## src/ssr_pkg.sv

```systemverilog
// ssr_pkg: constants for the supply reset supervisor.
// assumes a single 100 MHz system clock.
`default_nettype none
package ssr_pkg;
  // ==========================================================
  // clock
  localparam int CLK_MHZ            = 100;
  localparam int CLK_KHZ            = 100000;
  // ==========================================================
  // reset hold period, nominal and limits (ms)
  localparam int HOLD_PERIOD_MS     = 180;
  localparam int HOLD_MIN_MS        = 140;
  localparam int HOLD_MAX_MS        = 560;
  localparam int HOLD_CYCLES        = HOLD_PERIOD_MS * CLK_KHZ;
  localparam int HOLD_MIN_CYCLES    = HOLD_MIN_MS * CLK_KHZ;
  localparam int HOLD_MAX_CYCLES    = HOLD_MAX_MS * CLK_KHZ;
  // ==========================================================
  // supply glitch filter, shortest dip caught (us), rounds down
  localparam int SUPPLY_DIP_HI_US   = 40;
  localparam int SUPPLY_DIP_LO_US   = 20;
  localparam int SUPPLY_HI_CYCLES   = SUPPLY_DIP_HI_US * CLK_MHZ;
  localparam int SUPPLY_LO_CYCLES   = SUPPLY_DIP_LO_US * CLK_MHZ;
  // ==========================================================
  // manual input: glitch immunity, debounce, least pulse (ns)
  localparam int MANUAL_GLITCH_NS   = 100;
  localparam int MANUAL_DEBOUNCE_NS = 1000;
  localparam int MANUAL_MIN_NS      = 10000;
  localparam int MANUAL_DB_CYCLES   = (MANUAL_DEBOUNCE_NS * CLK_MHZ) / 1000;
  localparam int MANUAL_GL_CYCLES   = (MANUAL_GLITCH_NS * CLK_MHZ) / 1000;
  // ==========================================================
  // reset values
  localparam logic SYNC_RESET_VAL   = 1'b1;
  // ==========================================================
  // sequencer states
  typedef enum logic [2:0] {
    SSR_ASSERT   = 3'h1,
    SSR_HOLD     = 3'h2,
    SSR_RELEASED = 3'h4
  } ssr_state_type;
endpackage : ssr_pkg
`default_nettype wire

```

## src/ssr_cause_if.sv

```systemverilog
// ssr_cause_if: debounced manual cause from debouncer to sequencer.
// assumes both ends run on clk_sys.
`timescale 1ns/1ps
`default_nettype none
interface ssr_cause_if;
  logic manual_active;
  modport src (output manual_active);
  modport snk (input  manual_active);
endinterface : ssr_cause_if
`default_nettype wire

```

## src/ssr_debounce.sv

```systemverilog
// ssr_debounce: synchronise and debounce the manual reset pin.
// assumes the pin has a pull-up outside, so open reads high.
`timescale 1ns/1ps
`default_nettype none
module ssr_debounce #(
  parameter int DB_CYCLES = ssr_pkg::MANUAL_DB_CYCLES
) (
  input  wire logic   clk_sys,
  input  wire logic   reset,
  input  wire logic   manual_reset_n,
  ssr_cause_if.src    cause
);

  localparam int DB_W = $clog2(DB_CYCLES + 1);

  typedef struct packed {
    logic            sync1;
    logic            sync2;
    logic            stable;
    logic [DB_W-1:0] cnt;
  } ssr_db_type;

  ssr_db_type st;
  ssr_db_type next_st;

  // ==========================================================
  // two flops, then a stability counter
  always_comb begin
    next_st       = st;
    next_st.sync1 = manual_reset_n;
    next_st.sync2 = st.sync1;
    if (st.sync2 == st.stable) begin
      next_st.cnt = '0; // bounce back clears the count
    end else if (int'(st.cnt) == DB_CYCLES - 1) begin
      next_st.stable = st.sync2; // level held long enough
      next_st.cnt    = '0;
    end else begin
      next_st.cnt = st.cnt + DB_W'(1);
    end
  end

  // state register, pin reads released after reset
  always_ff @(posedge clk_sys) begin
    if (reset) begin
      st.sync1  <= ssr_pkg::SYNC_RESET_VAL;
      st.sync2  <= ssr_pkg::SYNC_RESET_VAL;
      st.stable <= ssr_pkg::SYNC_RESET_VAL;
      st.cnt    <= '0;
    end else begin
      st <= next_st;
    end
  end

  assign cause.manual_active = ~st.stable;
endmodule : ssr_debounce
`default_nettype wire

```

## src/ssr_supervisor.sv

```systemverilog
// ssr_supervisor: supervisory reset sequencer, top level.
// assumes supply_low is a synchronous level on clk_sys and the
// manual pin comes from outside the clock domain.
`timescale 1ns/1ps
`default_nettype none
module ssr_supervisor #(
  parameter int HOLD_CYCLES  = ssr_pkg::HOLD_CYCLES,
  parameter bit HIGH_VARIANT = 1'b0,
  parameter int DB_CYCLES    = ssr_pkg::MANUAL_DB_CYCLES
) (
  input  wire logic clk_sys,
  input  wire logic reset,
  input  wire logic supply_low,
  input  wire logic manual_reset_n,
  output var  logic reset_out_n,
  output var  logic reset_out
);

  // shortest dip caught for the chosen threshold variant
  localparam int FILT_CYCLES = HIGH_VARIANT ? ssr_pkg::SUPPLY_HI_CYCLES
                                            : ssr_pkg::SUPPLY_LO_CYCLES;
  localparam int FILT_W      = $clog2(FILT_CYCLES + 1);
  localparam int HOLD_W      = $clog2(HOLD_CYCLES + 1);

  typedef struct packed {
    ssr_pkg::ssr_state_type state;
    logic [FILT_W-1:0]      filt_cnt;
    logic                   supply_cause;
    logic [HOLD_W-1:0]      hold_cnt;
    logic                   out_n;
    logic                   out;
  } ssr_top_type;

  ssr_top_type st;
  ssr_top_type next_st;
  logic        any_cause;

  // ==========================================================
  // release decode, shared by both outputs
  function automatic logic is_released(ssr_pkg::ssr_state_type s);
    return s == ssr_pkg::SSR_RELEASED;
  endfunction : is_released

  // ==========================================================
  // manual input path
  ssr_cause_if cause_link ();

  ssr_debounce #(
    .DB_CYCLES (DB_CYCLES)
  ) u_debounce (
    .clk_sys        (clk_sys),
    .reset          (reset),
    .manual_reset_n (manual_reset_n),
    .cause          (cause_link.src)
  );

  assign any_cause = st.supply_cause | cause_link.manual_active;

  // ==========================================================
  // next state: supply filter, then hold sequencer
  always_comb begin
    next_st = st;
    // supply filter: a dip must last the whole window
    if (!supply_low) begin
      next_st.supply_cause = 1'b0;
      next_st.filt_cnt     = '0;
    end else if (!st.supply_cause) begin
      if (int'(st.filt_cnt) == FILT_CYCLES - 1) begin
        next_st.supply_cause = 1'b1;
        next_st.filt_cnt     = '0;
      end else begin
        next_st.filt_cnt = st.filt_cnt + FILT_W'(1);
      end
    end
    // sequencer
    case (st.state)
      ssr_pkg::SSR_ASSERT: begin
        next_st.hold_cnt = '0;
        if (!any_cause) begin
          next_st.state = ssr_pkg::SSR_HOLD;
        end
      end
      ssr_pkg::SSR_HOLD: begin
        if (any_cause) begin
          next_st.hold_cnt = '0;
          next_st.state    = ssr_pkg::SSR_ASSERT;
        end else if (int'(st.hold_cnt) == HOLD_CYCLES - 1) begin
          next_st.state = ssr_pkg::SSR_RELEASED;
        end else begin
          next_st.hold_cnt = st.hold_cnt + HOLD_W'(1);
        end
      end
      ssr_pkg::SSR_RELEASED: begin
        if (any_cause) begin
          next_st.hold_cnt = '0;
          next_st.state    = ssr_pkg::SSR_ASSERT;
        end
      end
      default: begin
        next_st.hold_cnt = '0;
        next_st.state    = ssr_pkg::SSR_ASSERT;
      end
    endcase
    // both outputs from one decision
    next_st.out_n = is_released(next_st.state);
    next_st.out   = !is_released(next_st.state);
  end

  // state register, reset held asserted
  always_ff @(posedge clk_sys) begin
    if (reset) begin
      st.state        <= ssr_pkg::SSR_ASSERT;
      st.filt_cnt     <= '0;
      st.supply_cause <= 1'b0;
      st.hold_cnt     <= '0;
      st.out_n        <= 1'b0;
      st.out          <= 1'b1;
    end else begin
      st <= next_st;
    end
  end

  assign reset_out_n = st.out_n;
  assign reset_out   = st.out;
endmodule : ssr_supervisor
`default_nettype wire

```

## config.mk

```make
export PLATFORM = sky130hd
export DESIGN_NAME = ssr_supervisor
export DESIGN_NICKNAME = d
export VERILOG_FILES = /design/src/ssr_pkg.sv /design/src/ssr_cause_if.sv /design/src/ssr_debounce.sv /design/src/ssr_supervisor.sv
export SDC_FILE = /design/constraint.sdc
export NUM_CORES = 1
export LEC_CHECK = 0
export ABC_AREA = 1
export ABC_CLOCK_PERIOD_IN_PS = 1900
export BUFFER_PORTS_ARGS = -buffer_cell sky130_fd_sc_hd__buf_2
export CAP_MARGIN = 20
export CORE_AREA = 8 8 93 95
export DETAILED_ROUTE_END_ITERATION = 8
export DIE_AREA = 0 0 101 103
export PLACE_DENSITY = 0.5
export SLEW_MARGIN = 30
export SYNTH_ARGS = -nofsm -noshare
export SYNTH_HDL_FRONTEND = slang
export SYNTH_SLANG_ARGS = --single-unit
```

## constraint.sdc

```tcl
create_clock -name clk_sys -period 1.9 [get_ports clk_sys]
set_clock_uncertainty 0.15 [all_clocks]
set_input_delay 0 -clock clk_sys [delete_from_list [all_inputs] [get_ports clk_sys]]
set_output_delay 0 -clock clk_sys [all_outputs]
set_load 0.02 [all_outputs]
```

After elaboration in Yosys (flattened, before gate mapping)
Cells that the tools add are included.

word-level totals
  bits in registers = 52
  input port bits = 4
  output and inout bits = 2
  logic and storage cells = 44

cells by class
  add/sub/neg operators = 3
  equal/unequal tests = 10
  mux-type cells = 12
  bitwise operators = 4
  reduce and logical (&&, ||, !) cells = 5

operators by type and width
  kind                                            count
  two-way mux 25 bit                              3
  one-hot mux 25 bit (2 select lines)             1
  adder 25 x 1 -> 25 bit, second input constant   1
  == test 25 bit, second input constant           1
  two-way mux 3 bit                               4
  adder 11 x 1 -> 11 bit, second input constant   1
  == test 11 x 7 -> 1 bit, second input constant  1
  two-way mux 11 bit                              1
  one-hot mux 3 bit (3 select lines)              1
  adder 7 x 1 -> 7 bit, second input constant     1
  == test 7 x 6 -> 1 bit, second input constant   1
  == test 3 bit, second input constant            2
  AND reduction 2 bit                             2
  == test 3 x 1 -> 1 bit, second input constant   1
  == test 3 x 2 -> 1 bit, second input constant   1
  inequality test 3 bit, second input constant    1
  inverter 1 bit                                  3
  OR reduction 3 bit                              1
  two-way mux 1 bit                               2
  inequality test 2 bit, second input constant    1
  OR reduction 2 bit                              1
  == test 1 bit                                   1
  zero test 1 bit                                 1
  bitwise OR 1 bit                                1

Depth between registers and ports, before layout
  depth after elaboration = 6
  depth in mapped cells = 12
  mapped depth without buffers = 12

Cells and area by module
From an unflattened synthesis, not the netlist that was laid out.

second synthesis, totals
  cell total of the unflattened synthesis = 509
  area total of the unflattened synthesis = 3143.0 µm²

modules (own cells, without submodules)
  module          instances  cells each  area each (µm²)  seq. area each (µm²)
  ssr_supervisor  1          451         2675.1           840.8
  ssr_debounce    1          58          467.9            200.2

Least setup slack after synthesis
Ideal clock, no wire load.

  kind = register -> register
  from = register st[2] in the netlist's numbering
  to = register st[19] in the netlist's numbering
  library setup time = 0.115 ns
  data arrival time = 1.491 ns
  data required time = 1.635 ns
  setup slack = 0.143 ns
  cell stages (with the launch flop) = 12
  buffers on the path = 1
  period minus slack after synthesis = 1.757 ns
  cell sequence = dfxtp_1 ha_1 nand2_2 nor2_4 nand2_1 nor2_1 nand2_1 nand2_2 nand2_4 buf_2 a31oi_1 nor2_1

on the way
  cells in the longest elaborated chain, start to end = 4
  elaborated cells between the ends (all ways) = 7
  classes of those cells = add/sub: 1; eq/ne: 2; mux: 3; reduce/logical: 1

RTL lines
  what                                 RTL line               source
  start, declared                      ssr_supervisor.sv:34   ssr_top_type st;
  start signal, assigned               ssr_supervisor.sv:119  st <= next_st;
  adder 25 x 1 -> 25 bit               ssr_supervisor.sv:90   next_st.hold_cnt = st.hold_cnt + HOLD_W'(1);
  two-way mux 25 bit                   ssr_supervisor.sv:87   end else if (int'(st.hold_cnt) == HOLD_CYCLES - 1) begin
  two-way mux 25 bit                   ssr_supervisor.sv:84   if (any_cause) begin
  one-hot mux 25 bit (2 select lines)  ssr_supervisor.sv:76   case (st.state)

Several ways; a longest one is shown, not always the timed one. The select of a mux whose other input is x is not followed.
A chain may end at the register's enable or synchronous reset.

Worst setup path in the final report
  from = register st[3] in the netlist's numbering
  to = register st[8] in the netlist's numbering

The elaborated chain is that of the path after synthesis.

==> metrics <==
routed vias/inst=4.832; crit path DAT=1810 ps; CP top delay family=simple AND/OR/NAND/NOR gates; Hold Fails Final Rpt=0; FMAX=570.9 MHz; synth warn=0; Worst R2R Start=st[3]; TritonCTS Sinks=52; RSZ-0062 raised after global routing=true; status=completed; startpoint types=flip-flop; Worst-path clk slew=100 ps; syn avg cell area=6.580 um^2; r2r worst-path depth=11; Die Span Y=103 um; area of the mapped netlist=0.002770 mm^2; first-pass GRT wire length=12230 um; hold crit path type=reg2reg; total number of vias=2735; I/O Buffers=5; power per cell area=565.7 mW/mm^2; EDFF count, synth=0; # IOs=6; CP max FO=6; CP endpoint kind=flip-flop; asr flop ratio synth=0%; die width=101 um; WL final=around 7400 um; FP Rows=31; highest metal used=met4; met1 wire length=3380 um; H-Tree Depth=2; Final nets=about 470; Final Critical Period=roughly 1800 ps; GRT Total Usage=14.90%; Slew headroom=68.76%; worst hold endpoint=u_debounce.st[8]; DRT iter0 DRCs=129; area added between synthesis and finish=20.96%; Diodes inserted=0; syn_nets=about 430; Seq/Total Area, Yosys=37.58%; final setup vio count=0; worst r2r dst=st[8]; Core Area=0.007137 mm^2; Main synth FF type=dfxtp_1; critical path class=reg2reg; CTS tree=done; critical-path cell list=ha_4, nand2_2, nor2_4, nand2_1, nor2_1, nand2_1, nand2_2, nand2_8, clkbuf_2, a21oi_1, nor2_1; worst slew pin tran=464.3 ps; CTS Buf Count=5; clk root buf=clkbuf_8; die area=0.01040 mm^2; Req. time, crit path=1960 ps; r2r setup slk=approximately 150 ps; clock buffer depth=2; DP Cell Count=548; Slew Viols, Final=0; met3 WL=306 um; Final ANT Viol Nets=0; Largest stage delay, worst path=approximately 380 ps; Routed wire per std cell=12.99 um; synthesis-stage register bit count=between 50 and 60; Initial DRT Pass Iterations=4; detailed placement HPWL=approximately 5500 um; Post-Synthesis Cells=~420; largest net degree at the start of global routing=18; Placer Congestion=0.8933; CP bufs+invs=1; vias in the first global route=2621; Slowest-stage cell, CP=dfxtp_2; drc violations=0; final worst path period share=92.19%; layout cells sized above 1=16.70%; metal2 WL=3538 um; Initial Utilization=38.81%; worst skew pair latency=310 ps; hold path start=u_debounce.next_st[8]; initial antenna violation count=0; Congestion Overflow GR=0; Yosys cell types=39; post-layout util=around 47%; max_cap viols=0; Post-Layout Cell Count=roughly 570; Hold Path Stages=1; P_leak=1.282 nW; Worst VDD drop=0.2774 mV
cells by family (layout without fill, tap and decap cells):
logic type,after synthesis,count (layout),share of synthesized area (%)
AND/OR/NAND/NOR,247,247,39.61
XOR/XNOR,4,4,1.265
adder cells (fa/ha/maj),3,3,1.355
buffers and inverters,57,103,8.627
AO/OA/AOI/OAI,58,58,11.56
flip-flops,52,52,37.58
metrics by stage:
| step | power (W) | TNS [ps] | instance area [um^2] | hold WS, ps | setup slack (ps) |
|---|---|---|---|---|---|
| 2_1_floorplan | 0.001212 | 0 | 2770 | -46.19 | 143.5 |
| 3_3_place_gp | 0.001255 | 0 | 3099 | 37.22 | 95.47 |
| 3_5_place_dp | 0.001254 | 0 | 3099 | 36.66 | 66.89 |
| 4_1_cts | 0.001933 | 0 | 3232 | 278.0 | 44.26 |
| 5_1_grt | 0.001993 | -7.480 | 3351 | 308.4 | -6.110 |
| 6_report | 0.001895 | 0 | 3351 | 270.3 | 148.4 |
cell usage after synthesis, types with 2 or more instances:
cell type	instances	area share, %
inv_1	45	6.1
o211ai_1	2	0.54
nor4_1	2	0.45
or2_2	3	0.68
a21oi_1	33	6.0
clkinv_1	2	0.27
buf_2	2	0.36
clkbuf_1	3	0.41
o21bai_1	2	0.54
nor3b_1	2	0.54
xor2_1	3	0.95
o21ai_0	13	2.3
nand4_1	18	4.1
dfxtp_1	52	38
nor3_1	11	2.0
nor2_1	70	9.5
nor2_2	2	0.45
nand3_1	28	5.1
nand2_1	100	14
nand2_2	5	1.1
a21oi_2	3	0.95
ha_1	3	1.4
metal layers:
metal  vias up  track usage (%)
li1       1467                -
met1      1206            17.77
met2        51            25.93
met3        11            2.836
met4         0            5.613
met5         -                0
cell usage in the layout (no fill, tap or decap), types with 2 or more instances in the layout:
master	instances
buf_4	34
buf_2	5
or2_2	3
dfxtp_1	48
o21ai_0	11
nor2_1	69
nor2_2	2
clkinv_1	2
nor3b_1	2
a21oi_2	3
inv_2	2
a21oi_1	33
dfxtp_2	3
nand4_1	18
o21bai_1	2
nor4_1	2
nand2_2	5
nor2_4	2
o21ai_1	3
nor3_1	11
clkinvlp_4	2
nand3_1	27
ha_1	2
xor2_1	3
clkbuf_8	5
inv_1	44
o211ai_1	2
nand2_1	100
dlygate4sd3_1	4
flip-flops by register name, summed over array words and instances (netlist names):
name / count
reset_out: 1
st: 40
u_debounce.next_st: 1
reset_out_n: 1
u_debounce.st: 9
worst max path at each step:
stage               startpoint  depth (start not counted)  slack, ps      to
detailed placement       st[2]                         13         70  st[26]
CTS                      st[2]                         13         40  st[26]
global placement         st[2]                         13        100  st[26]
finish                   st[3]                         11        150   st[8]
global route             st[5]                          9         -6  st[21]
floorplan                st[2]                         11        140  st[19]
area by class of cell:
type	count	area, um^2
multi-input combinational	312	1524
timing repair buffer	46	365.4
inverter	49	196.4
clock buffer	5	68.82
sequential	52	1049
clock inverter	3	23.77
fill	753	3786
tap	99	123.9
where the power goes:
part | total, W | switching, W | internal [W] | leakage [nW]
sequential | 0.00112 | 0.0000111 | 0.00110 | 0.423
combinational | 0.000122 | 0.0000787 | 0.0000431 | 0.819
clock | 0.000658 | 0.000396 | 0.000262 | 0.0404
worst reg2reg max path, delay by kind of cell (launching register included):
family,cells,cell delay [ps]
AOI/OAI and AO/OA,1,140
buffers and inverters,1,150
DFF,1,380
and+or+nand+nor,8,700
adders and majority gates,1,140
what timing repair did:
action	CTS	global route
gates resized for setup	0	20
buffers inserted	0	5
endpoints found under the setup margin	0	27
hold endpoints to repair	23	0
hold buffers	4	0
Note: power is estimated with default switching activity, not from simulation.
